<file path="src/verilog/wdt_pkg.sv">
// Purpose: shared constants for the watchdog timeout and response block
// Assumes: 8-bit control register reached as a special function register
// Notes:   bit positions, reset values and timing counts live here; tick_divider keeps its own default DIV of 763
package wdt_pkg;

  // ****************************************************************
  // control register layout
  // ****************************************************************
  localparam int          SEL_MSB_BIT     = 7;
  localparam int          SEL_LSB_BIT     = 4;
  localparam int          IRQ_SEL_BIT     = 3;
  localparam int          FLAG_BIT        = 2;
  localparam int          REFRESH_BIT     = 1;
  localparam int          UNLOCK_BIT      = 0;
  localparam logic [7:0]  CTRL_RESET      = 8'h10;
  localparam logic [3:0]  SEL_IMMEDIATE   = 4'h8;

  // ****************************************************************
  // timing
  // ****************************************************************
  localparam int          XTAL_HZ         = 32768;
  localparam int          CLK_HZ          = 25000000;
  localparam int          BASE_XTAL_TICKS = 512;
  // crystal tick as a count of core clocks, rounded down, at least one
  localparam int          XTAL_DIV        = CLK_HZ / XTAL_HZ;
  localparam int          CNT_W           = 20;

  typedef enum logic [1:0] {
    WD_RUN    = 2'b00,
    WD_EXPIRE = 2'b01,
    WD_HOLD   = 2'b10
  } wd_state_e;

endpackage
</file>
<file path="src/verilog/tick_divider.sv">
// Purpose: makes a one-cycle crystal-rate tick from the core clock
// Assumes: period is at least one cycle
// Notes:   restarts when clr_in is high
`timescale 1ns/10ps
module tick_divider #(
  parameter int DIV = 763
) (
  input  wire logic clk_in,
  input  wire logic resetn_in,
  input  wire logic ce_in,
  input  wire logic clr_in,
  output logic      tick_out
);
  logic [15:0] cnt_ff;

  // ****************************************************************
  // divider counter
  // ****************************************************************
  always_ff @(posedge clk_in or negedge resetn_in) begin
    if (!resetn_in) begin
      cnt_ff   <= 16'h0000;
      tick_out <= 1'b0;
    end else if (ce_in) begin
      if (clr_in || cnt_ff == 16'(DIV - 1)) begin
        cnt_ff <= 16'h0000;
      end else begin
        cnt_ff <= cnt_ff + 16'h0001;
      end
      tick_out <= !clr_in && (cnt_ff == 16'(DIV - 1));
    end
  end
endmodule

</file>
<file path="src/verilog/watchdog_timeout_response.sv">
// Purpose: watchdog with selectable reset or interrupt response
// Assumes: software writes the control register as an 8-bit sfr port
// Notes:   a write lands only right after one that set the unlock bit
// Behaviour
// - codes 4..7 give 250..2000 ms, code 8 resets at once, above reserved
// - response bit set gives an interrupt on expiry, not a reset, for codes below 8
// - response bit clear gives a system reset on expiry without refresh
// - the interrupt ignores the global interrupt disable
// - the interrupt is always high priority, never configurable
// - with interrupt response the block works as an interval timer
// - period equals two to the select value times 512 crystal periods
// - a control write counts only right after the unlock-setting write
`timescale 1ns/10ps
module watchdog_timeout_response
  import wdt_pkg::*;
#(
  parameter int XTAL_DIV_P = wdt_pkg::XTAL_DIV
) (
  input  wire logic       clk_in,
  input  wire logic       resetn_in,
  input  wire logic       ce_in,
  input  wire logic       wr_en_in,
  input  wire logic       instr_in,
  input  wire logic [7:0] wr_data_in,
  output logic      [7:0] rd_data_out,
  output logic            sys_reset_out,
  output logic            wd_irq_out,
  output logic            wd_irq_high_prio_out
);
  import wdt_pkg::*;

  logic [3:0]      sel_ff;
  logic            irq_sel_ff;
  logic            flag_ff;
  logic            refresh_ff;
  logic            unlock_ff;
  logic            armed_ff;
  logic [CNT_W-1:0] cnt_ff;
  wd_state_e       state_ff;
  logic            xtal_tick;
  logic            wr_ok;
  logic            expire;
  logic [CNT_W-1:0] limit;

  // ****************************************************************
  // write unlock
  // ****************************************************************
  // a write is honoured only if the previous instruction set unlock
  assign wr_ok = wr_en_in && armed_ff;

  // armed for exactly the next instruction after an unlock write
  always_ff @(posedge clk_in or negedge resetn_in) begin
    if (!resetn_in) begin
      armed_ff <= 1'b0;
    end else if (ce_in && instr_in) begin
      armed_ff <= wr_en_in && wr_data_in[UNLOCK_BIT] && !armed_ff;
    end
  end

  // ****************************************************************
  // timing
  // ****************************************************************
  // crystal tick source, restarted by refresh so a period starts on a whole tick
  tick_divider #(
    .DIV (XTAL_DIV_P)
  ) u_div (
    .clk_in    (clk_in),
    .resetn_in (resetn_in),
    .ce_in     (ce_in),
    .clr_in    (refresh_ff),
    .tick_out  (xtal_tick)
  );

  // crystal ticks to expiry: 2^sel * 512
  // codes above the immediate one never match, so they stay quiet
  assign limit  = CNT_W'(BASE_XTAL_TICKS) << sel_ff;
  assign expire = refresh_ff == 1'b0 && state_ff == WD_RUN &&
                  ((sel_ff == SEL_IMMEDIATE) ||
                   (sel_ff < SEL_IMMEDIATE && xtal_tick && cnt_ff >= limit - 1'b1));

  // tick counter, restarted by refresh
  always_ff @(posedge clk_in or negedge resetn_in) begin
    if (!resetn_in) begin
      cnt_ff <= '0;
    end else if (ce_in) begin
      if (refresh_ff || expire) begin
        cnt_ff <= '0;
      end else if (xtal_tick) begin
        cnt_ff <= cnt_ff + 1'b1;
      end
    end
  end

  // ****************************************************************
  // control register
  // ****************************************************************
  always_ff @(posedge clk_in or negedge resetn_in) begin
    if (!resetn_in) begin
      sel_ff     <= CTRL_RESET[SEL_MSB_BIT:SEL_LSB_BIT];
      irq_sel_ff <= CTRL_RESET[IRQ_SEL_BIT];
      refresh_ff <= CTRL_RESET[REFRESH_BIT];
      unlock_ff  <= CTRL_RESET[UNLOCK_BIT];
    end else if (ce_in) begin
      if (wr_ok) begin
        sel_ff     <= wr_data_in[SEL_MSB_BIT:SEL_LSB_BIT];
        irq_sel_ff <= wr_data_in[IRQ_SEL_BIT];
        refresh_ff <= wr_data_in[REFRESH_BIT];
        unlock_ff  <= 1'b0;
      end else begin
        refresh_ff <= 1'b0; // refresh is a one-shot restart
        if (wr_en_in) begin
          unlock_ff <= wr_data_in[UNLOCK_BIT];
        end
      end
    end
  end

  // timeout flag, set wins over a software clear
  always_ff @(posedge clk_in or negedge resetn_in) begin
    if (!resetn_in) begin
      flag_ff <= CTRL_RESET[FLAG_BIT];
    end else if (ce_in) begin
      if (expire) begin
        flag_ff <= 1'b1;
      end else if (wr_ok && !wr_data_in[FLAG_BIT]) begin
        flag_ff <= 1'b0;
      end
    end
  end

  // ****************************************************************
  // response
  // ****************************************************************
  // hold parks the immediate code until a refresh, so it resets only once
  always_ff @(posedge clk_in or negedge resetn_in) begin
    if (!resetn_in) begin
      state_ff             <= WD_RUN;
      sys_reset_out        <= 1'b0;
      wd_irq_out           <= 1'b0;
      wd_irq_high_prio_out <= 1'b1;
    end else if (ce_in) begin
      wd_irq_high_prio_out <= 1'b1; // fixed priority
      wd_irq_out           <= 1'b0;
      sys_reset_out        <= 1'b0;
      unique case (state_ff)
        WD_RUN: begin
          if (expire) begin
            state_ff <= WD_EXPIRE;
            if (irq_sel_ff && sel_ff != SEL_IMMEDIATE) begin
              wd_irq_out <= 1'b1; // no mask input exists
            end else begin
              sys_reset_out <= 1'b1;
            end
          end
        end
        WD_EXPIRE: begin
          state_ff <= WD_HOLD;
        end
        WD_HOLD: begin
          if (refresh_ff || !(sel_ff == SEL_IMMEDIATE)) begin
            state_ff <= WD_RUN;
          end
        end
        default: begin
          state_ff <= WD_RUN;
        end
      endcase
    end
  end

  // readback of the whole register
  always_ff @(posedge clk_in or negedge resetn_in) begin
    if (!resetn_in) begin
      rd_data_out <= CTRL_RESET;
    end else if (ce_in) begin
      rd_data_out <= {sel_ff, irq_sel_ff, flag_ff, refresh_ff, unlock_ff};
    end
  end

  // ****************************************************************
  // checks
  // ****************************************************************
  chk_flag_on_exp: assert property (@(posedge clk_in) disable iff (!resetn_in)
    ce_in && expire |=> flag_ff) else $error("flag not set on expiry");
  chk_irq_no_rst: assert property (@(posedge clk_in) disable iff (!resetn_in)
    wd_irq_out |-> !sys_reset_out) else $error("irq and reset together");
  chk_rst_resp: assert property (@(posedge clk_in) disable iff (!resetn_in)
    ce_in && expire && !irq_sel_ff |=> sys_reset_out) else $error("no reset");
  chk_prio_fixed: assert property (@(posedge clk_in) disable iff (!resetn_in)
    ##1 wd_irq_high_prio_out) else $error("priority dropped");
  chk_unlock_gate: assert property (@(posedge clk_in) disable iff (!resetn_in)
    ce_in && wr_en_in && !armed_ff && !expire |=> $stable(sel_ff))
    else $error("locked write landed");
  chk_imm_reset: assert property (@(posedge clk_in) disable iff (!resetn_in)
    ce_in && state_ff == WD_RUN && sel_ff == SEL_IMMEDIATE && !refresh_ff
    |=> sys_reset_out) else $error("immediate code did not reset");
  chk_irq_resp: assert property (@(posedge clk_in) disable iff (!resetn_in)
    ce_in && expire && irq_sel_ff && sel_ff != SEL_IMMEDIATE |=> wd_irq_out)
    else $error("no interrupt on expiry");
  chk_refresh_clr: assert property (@(posedge clk_in) disable iff (!resetn_in)
    ce_in && refresh_ff |=> cnt_ff == '0) else $error("refresh kept count");

  // each response pulse lasts one enabled cycle
  chk_rst_single: assert property (@(posedge clk_in) disable iff (!resetn_in)
    ce_in && sys_reset_out |=> !sys_reset_out)
    else $error("reset pulse too long");
  chk_irq_single: assert property (@(posedge clk_in) disable iff (!resetn_in)
    ce_in && wd_irq_out |=> !wd_irq_out)
    else $error("interrupt pulse too long");

  // nothing fires before the period ends, or ever on a reserved code
  chk_no_early: assert property (@(posedge clk_in) disable iff (!resetn_in)
    ce_in && state_ff == WD_RUN && sel_ff < SEL_IMMEDIATE && cnt_ff < limit - 1'b1
    |=> !sys_reset_out && !wd_irq_out) else $error("expired early");
  chk_reserved_quiet: assert property (@(posedge clk_in) disable iff (!resetn_in)
    ce_in && state_ff == WD_RUN && sel_ff > SEL_IMMEDIATE
    |=> !sys_reset_out && !wd_irq_out) else $error("reserved code expired");

  // the timeout flag stays until software clears it
  chk_flag_sticky: assert property (@(posedge clk_in) disable iff (!resetn_in)
    ce_in && flag_ff && !wr_ok |=> flag_ff) else $error("flag lost");
endmodule

</file>
<file path="config.mk">
export PLATFORM = sky130hd
export DESIGN_NAME = watchdog_timeout_response
export DESIGN_NICKNAME = d
export VERILOG_FILES = /design/src/verilog/wdt_pkg.sv /design/src/verilog/tick_divider.sv /design/src/verilog/watchdog_timeout_response.sv
export SDC_FILE = /design/constraint.sdc
export NUM_CORES = 1
export LEC_CHECK = 0
export BUFFER_PORTS_ARGS = -buffer_cell sky130_fd_sc_hd__buf_2
export CORE_MARGIN = 2
export CORE_UTILIZATION = 54
export DETAILED_ROUTE_END_ITERATION = 10
export PLACE_DENSITY = 0.8
export RECOVER_POWER = 100
export SLEW_MARGIN = 20
export SYNTH_ARGS = -nofsm -noshare
export SYNTH_HDL_FRONTEND = slang
export SYNTH_HIERARCHICAL = 1
export SYNTH_SLANG_ARGS = --single-unit
</file>
<file path="constraint.sdc">
create_clock -name clk_in -period 2.9 [get_ports clk_in]
set_clock_uncertainty 0.05 [all_clocks]
set_input_delay 0.435 -clock clk_in [delete_from_list [all_inputs] [get_ports clk_in]]
set_output_delay 0.435 -clock clk_in [all_outputs]
set_load 0.1 [all_outputs]
</file>
==> results.txt, run 1 <==
crit path launch type -> flop
Main synth FF type -> dfrtp_1
Post-Syn Area -> 3280 µm²
Final Critical Period -> 3.07 ns
Max stage delay on crit path -> 0.58 ns
final worst slack -> -0.171 ns
violated checks -> capacitance limit, slew limit, setup timing
worst hold margin -> 0.279 ns
f_max -> 326 MHz
Max Root-Sink Buffers -> 2
Max transition margin -> -12.2%
post-route ant nets -> 0
Worst R2R End -> cnt_ff[16]$_DFFE_PN0P_
CP required -> 3.07 ns
crit path max fanout -> 6
number of global-route vias before repair -> 2347
Worst-Margin Slew -> 1.68 ns
Leakage Power -> 0.00163 µW
drt first pass iters -> 4
worst r2r src -> sel_ff[0]$_DFFE_PN1P_
Post-Layout Cell Count -> 434
critical path endpoint category -> flop
Wirelength per Cell -> 15.2 µm
number of core rows -> 28
drt total wl -> 6620 µm
top cells by area, synth -> dfrtp_1, ha_1, mux2_2, nor2_1, xnor2_1
GRT Overall Usage -> 20.9%
H-Tree Depth -> 3
Post-synth EDFFs -> 0
layout cells sized above 1 -> 23.4%
Slowest cell on crit path -> dfstp_2
routability cong. -> 0.839
VDD IR max -> 0.000924 V
Via-to-Cell Ratio -> 5.68
status -> complete, but fails checks
Hold Path Origin -> wr_data_in[6]
Mapped Cells -> 318
Cell variety after synth -> 49
pin count of the biggest net entering global routing -> 33
placed wire-length estimate -> 4510 µm
PwrDens -> 760 nW/µm²
Ports -> 24
DRT iter0 DRCs -> 83
ys async rst share -> 100%
CTS tree -> yes
# fillers -> 476
Synth Net Count -> 346
GR Overflow Total -> 0
final worst path period share -> 106%
#FFs+latches synth -> 58
first-pass GRT wire length -> 10500 µm
diodes inserted -> 0
top-area cell type share of the netlist area -> 42.8%
Synth Warn # -> 6
placed cell count -> 413
worst-path cell chain -> nand3b_1 > ha_4 > nor3_2 > nor2_1 > o21a_1 > ha_1 > nand4_1 > nor4_2 > nand4_1 > a41oi_4 > clkbuf_16 > nor2_1
r2r worst-path depth -> 12
Tightest Hold Check Type -> in -> reg
hold path depth -> 2
Clk pin slew, worst setup/hold paths -> 0.06 ns
Crit Path Category -> reg -> reg
Seq/Total Area, Yosys -> 44.4%
RSZ-0062 raised after global routing -> yes
critical path launch point -> sel_ff[0]$_DFFE_PN1P_
r2r setup slk -> -0.17 ns
total die area -> 6710 µm²
Die X -> 81.9 µm
IO buf count -> 22
clock root cell -> clkbuf_8
commonest non-fill, non-tap cell in the layout -> dfrtp_1
Die Y -> 81.9 µm
final hold vios -> 0
antenna violations before repair -> 0
# DRC -> 0
core area -> 5890 µm²
P&R area growth vs syn -> 15.3%
Min-Delay Endpoint -> sel_ff[2]$_DFFE_PN0P_
Clock Latency Late Sink -> 0.34 ns
Initial Util -> 55.7%
Avg Inst Size Synth -> 10.3 µm²
number of CTS-inserted buffers -> 9
area leader, netlist -> dfrtp_1
most frequent cells in the layout -> dfrtp_1, nor2_1, nand2_1, xnor2_1
via count -> 2467
clock sinks -> 58
nets -> 383
Crit path arrival time -> 3.24 ns
max-cap viol count -> 1
endpoints failing setup -> 24
total design power -> 2870 µW
Slew Limit Fails -> 33
-- cells in the mapped netlist (all sizes together), types with 3 or more instances --
| cell type | n |
|---|---|
| and4 | 5 |
| mux2 | 15 |
| nor4 | 5 |
| nand2 | 27 |
| inv | 12 |
| o31ai | 4 |
| a31oi | 3 |
| nor3 | 11 |
| ha | 15 |
| o21ai | 11 |
| dfrtp | 56 |
| xnor2 | 17 |
| a21oi | 5 |
| nor2b | 3 |
| nor2 | 44 |
| nand3 | 12 |
| a211oi | 3 |
| clkbuf | 4 |
| nand4 | 18 |
| xor2 | 15 |
| buf | 7 |
-- worst max-delay path, delay by kind of cell (launching register included) --
| family | cells | cell delay, ns |
|---|---|---|
| buffers and inverters | 1 | 0.22 |
| adders and majority gates | 2 | 0.52 |
| and+or+nand+nor | 7 | 1.11 |
| DFF | 1 | 0.58 |
| AOI/OAI and AO/OA | 2 | 0.48 |
-- through the flow --
stage	setup WS [ns]	utilization [%]	area [µm²]	setup TNS, ns
final	-0.171	64.2	3780	-2.87
after global placement	0.116	59.2	3480	0
after floorplan	0.0444	-	3280	0
after detailed placement	-0.0347	59.2	3480	-0.0347
after CTS	0.0228	62.8	3700	0
after global routing	-0.281	64.2	3780	-5.85
-- worst max path at each step --
| stage | to | slack, ns |
|---|---|---|
| 6_report | cnt_ff[16]$_DFFE_PN0P_ | -0.17 |
| 5_1_grt | cnt_ff[3]$_DFFE_PN0P_ | -0.28 |
| 4_1_cts | cnt_ff[4]$_DFFE_PN0P_ | 0.02 |
| 3_5_place_dp | wd_irq_out$_DFFE_PN0P_ | -0.03 |
| 3_3_place_gp | wd_irq_out$_DFFE_PN0P_ | 0.12 |
| 2_1_floorplan | cnt_ff[4]$_DFFE_PN0P_ | 0.04 |
-- report_power, final --
group	switching, µW	internal (µW)	total (µW)
combinational	700	334	1030
clock	296	478	775
sequential	126	938	1060
-- per-layer routing --
metal / up-vias / routed length [µm] / track usage [%]
met3: 14 / 257 / 8.02
met1: 1217 / 2780 / 24.0
li1: 1193 / - / -
met5: - / 0 / 0
met4: 0 / 119 / 6.83
met2: 43 / 3460 / 35.8
-- sequential cells by signal, indices dropped and copies added, names as in the netlist --
name and flops:
cnt_ff 20, u_div/cnt_ff 16, rd_data_out 8, sel_ff 4
state_ff 2, armed_ff 1, flag_ff 1, irq_sel_ff 1
refresh_ff 1, sys_reset_out 1, u_div/tick_out 1, unlock_ff 1
wd_irq_out 1
-- layout make-up --
class | count | area [µm²] | share of cell area (%)
Inverter | 12 | 45.0 | 1.19
Clock buffer | 12 | 135 | 3.57
Sequential cell | 58 | 1450 | 38.5
Clock inverter | 3 | 65.1 | 1.72
Tap cell | 75 | 93.8 | 2.48
Multi-Input combinational cell | 237 | 1750 | 46.4
Timing Repair Buffer | 37 | 233 | 6.16
-- logic make-up (layout without fill, tap and decap cells) --
kind of cell,Yosys count,in the layout,synth area share [%]
flops,58,58,44.4
mux,16,16,5.46
xor+xnor,32,32,8.55
other cells,1,1,0.114
fa+ha+maj,15,15,5.73
buf+inv,23,64,3.89
compound gates,35,35,8.52
simple gates,138,138,23.4
-- timing repair --
item / CTS / global route
hold buffers: 0 / 0
buffers inserted: 0 / 4
cloned: 0 / 2
gates resized for setup: 3 / 16
endpoints found under the setup margin: 5 / 24
pin swaps: 1 / 6
No activity file was read; power rests on OpenSTA's default activity.
==> run 2: changes to the inputs <==
--- a/config.mk
+++ b/config.mk
@@ -9,6 +9,7 @@
 export CORE_MARGIN = 2
 export CORE_UTILIZATION = 54
 export DETAILED_ROUTE_END_ITERATION = 10
+export GPL_TIMING_DRIVEN = 0
 export PLACE_DENSITY = 0.8
 export RECOVER_POWER = 100
 export SLEW_MARGIN = 20
==> results.txt, run 2 (synthesis gave the netlist of run 1 again) <==
total design power -> 3000 µW
GR Overflow Total -> 0
f_max -> 316 MHz
# DRC -> 0
final worst slack -> -0.267 ns
crit path max fanout -> 8
endpoints failing setup -> 24
Worst-Margin Slew -> 1.44 ns
Crit Path Category -> reg -> reg
Slew Limit Fails -> 0
pin count of the biggest net entering global routing -> 59
VDD IR max -> 0.000995 V
CTS Hold Bufs -> 0
Final Critical Period -> 3.17 ns
Reg with most FFs -> cnt_ff
clock root cell -> clkbuf_8
Post-Layout Cell Count -> 449
max-cap viol count -> 0
number of core rows -> 28
CTS tree -> yes
final worst path period share -> 109%
Die Y -> 81.9 µm
routability cong. -> 0.837
Max Root-Sink Buffers -> 2
crit path launch type -> flop
commonest non-fill, non-tap cell in the layout -> dfrtp_1
Clk pin slew, worst setup/hold paths -> 0.06 ns
via count -> 2629
Initial Util -> 55.7%
first-pass GRT wire length -> 11800 µm
H-Tree Depth -> 3
total die area -> 6710 µm²
core area -> 5890 µm²
Wirelength per Cell -> 16.6 µm
antenna violations before repair -> 0
max FFs per register -> 20
most frequent cells in the layout -> dfrtp_1, nor2_1, nand2_1, buf_4, xnor2_1
drt total wl -> 7470 µm
Tightest Hold Check Type -> in -> reg
Leakage Power -> 0.00169 µW
Ports -> 24
nets -> 397
final hold vios -> 0
violated checks -> setup timing
Via-to-Cell Ratio -> 5.86
Crit path arrival time -> 3.34 ns
number of global-route vias before repair -> 2545
P&R area growth vs syn -> 20.0%
IO buf count -> 22
placed cell count -> 415
GRT Overall Usage -> 23.3%
drt first pass iters -> 4
Max transition margin -> 3.98%
CP required -> 3.08 ns
post-route ant nets -> 0
Top Registers -> cnt_ff x20, u_div/cnt_ff x16, rd_data_out x8
layout cells sized above 1 -> 29.4%
number of CTS-inserted buffers -> 9
critical path endpoint category -> flop
PwrDens -> 764 nW/µm²
DRT iter0 DRCs -> 127
RSZ-0062 raised after global routing -> yes
placed wire-length estimate -> 4390 µm
Die X -> 81.9 µm
Clock Latency Late Sink -> 0.34 ns
clock sinks -> 58
diodes inserted -> 0
status -> complete, but fails checks
run 2: power by group:
part           switching [µW]  internal (µW)  total, µW
combinational             794            459       1250
sequential                128            937       1060
clock                     308            378        686
total                    1230           1770       3000
run 2: final cells by class:
cell class / instances / area, µm²
inverter: 12 / 45.0
timing repair buffer: 42 / 267
buffer: 9 / 73.8
sequential: 58 / 1450
clock buffer: 14 / 173
tap: 75 / 93.8
multi-input combinational: 237 / 1820
clock inverter: 2 / 10.0
fill: 437 / 1950
run 2: metal layers:
layer	wire, µm	vias to the layer above	global-route usage (%)
met4	264	0	8.50
met2	3830	73	40.0
li1	-	1228	-
met1	3060	1293	27.6
met5	0	-	0
met3	313	35	6.81
run 2: per-stage QoR:
step / util (%) / hold slack, ns / setup TNS [ns] / area [µm²] / setup slack, ns
floorplan: - / 0.0894 / 0 / 3280 / 0.0444
global placement: 59.2 / 0.434 / -7.37 / 3490 / -0.404
detailed placement: 59.3 / 0.441 / -9.20 / 3490 / -0.480
CTS: 66.5 / 0.133 / -2.73 / 3920 / -0.158
global route: 66.8 / 0.272 / -8.74 / 3930 / -0.394
finish: 66.8 / 0.277 / -5.67 / 3930 / -0.267
run 2: worst paths after layout:
kind / depth (start not counted) / slack, ns / to / startpoint
worst max-delay path: 15 / -0.27 / cnt_ff[14]$_DFFE_PN0P_ / sel_ff[1]$_DFFE_PN0P_
worst min-delay path: 2 / 0.28 / sel_ff[0]$_DFFE_PN1P_ / wr_data_in[4]
worst max register to register: 15 / -0.27 / cnt_ff[14]$_DFFE_PN0P_ / sel_ff[1]$_DFFE_PN0P_
worst min register to register: 1 / 0.45 / wd_irq_out$_DFFE_PN0P_ / wd_irq_out$_DFFE_PN0P_
max in group asynchronous: 1 / 1.56 / rd_data_out[6]$_DFFE_PN0P_ / resetn_in
min in group asynchronous: 1 / 0.39 / cnt_ff[2]$_DFFE_PN0P_ / resetn_in
run 2: critical path, stage by stage (launching register included):
cell and delay, ns:
dfrtp_1 0.41, clkbuf_8 0.15, nand3b_1 0.21, ha_4 0.23, nor3_4 0.17, o21ai_2 0.08, a21oi_2 0.16, a31oi_1 0.07
ha_1 0.33, nand4_1 0.18, buf_4 0.20, a211oi_4 0.20, nor2_4 0.07, a41oi_4 0.33, buf_12 0.18, nor2_1 0.05
run 2: timing repair:
action                                  in CTS  in global routing
gates cloned                                 1                  0
setup buffers                               14                  5
endpoints found under the setup margin      24                 24
pin swaps                                   23                 13
gates resized for setup                     28                 16
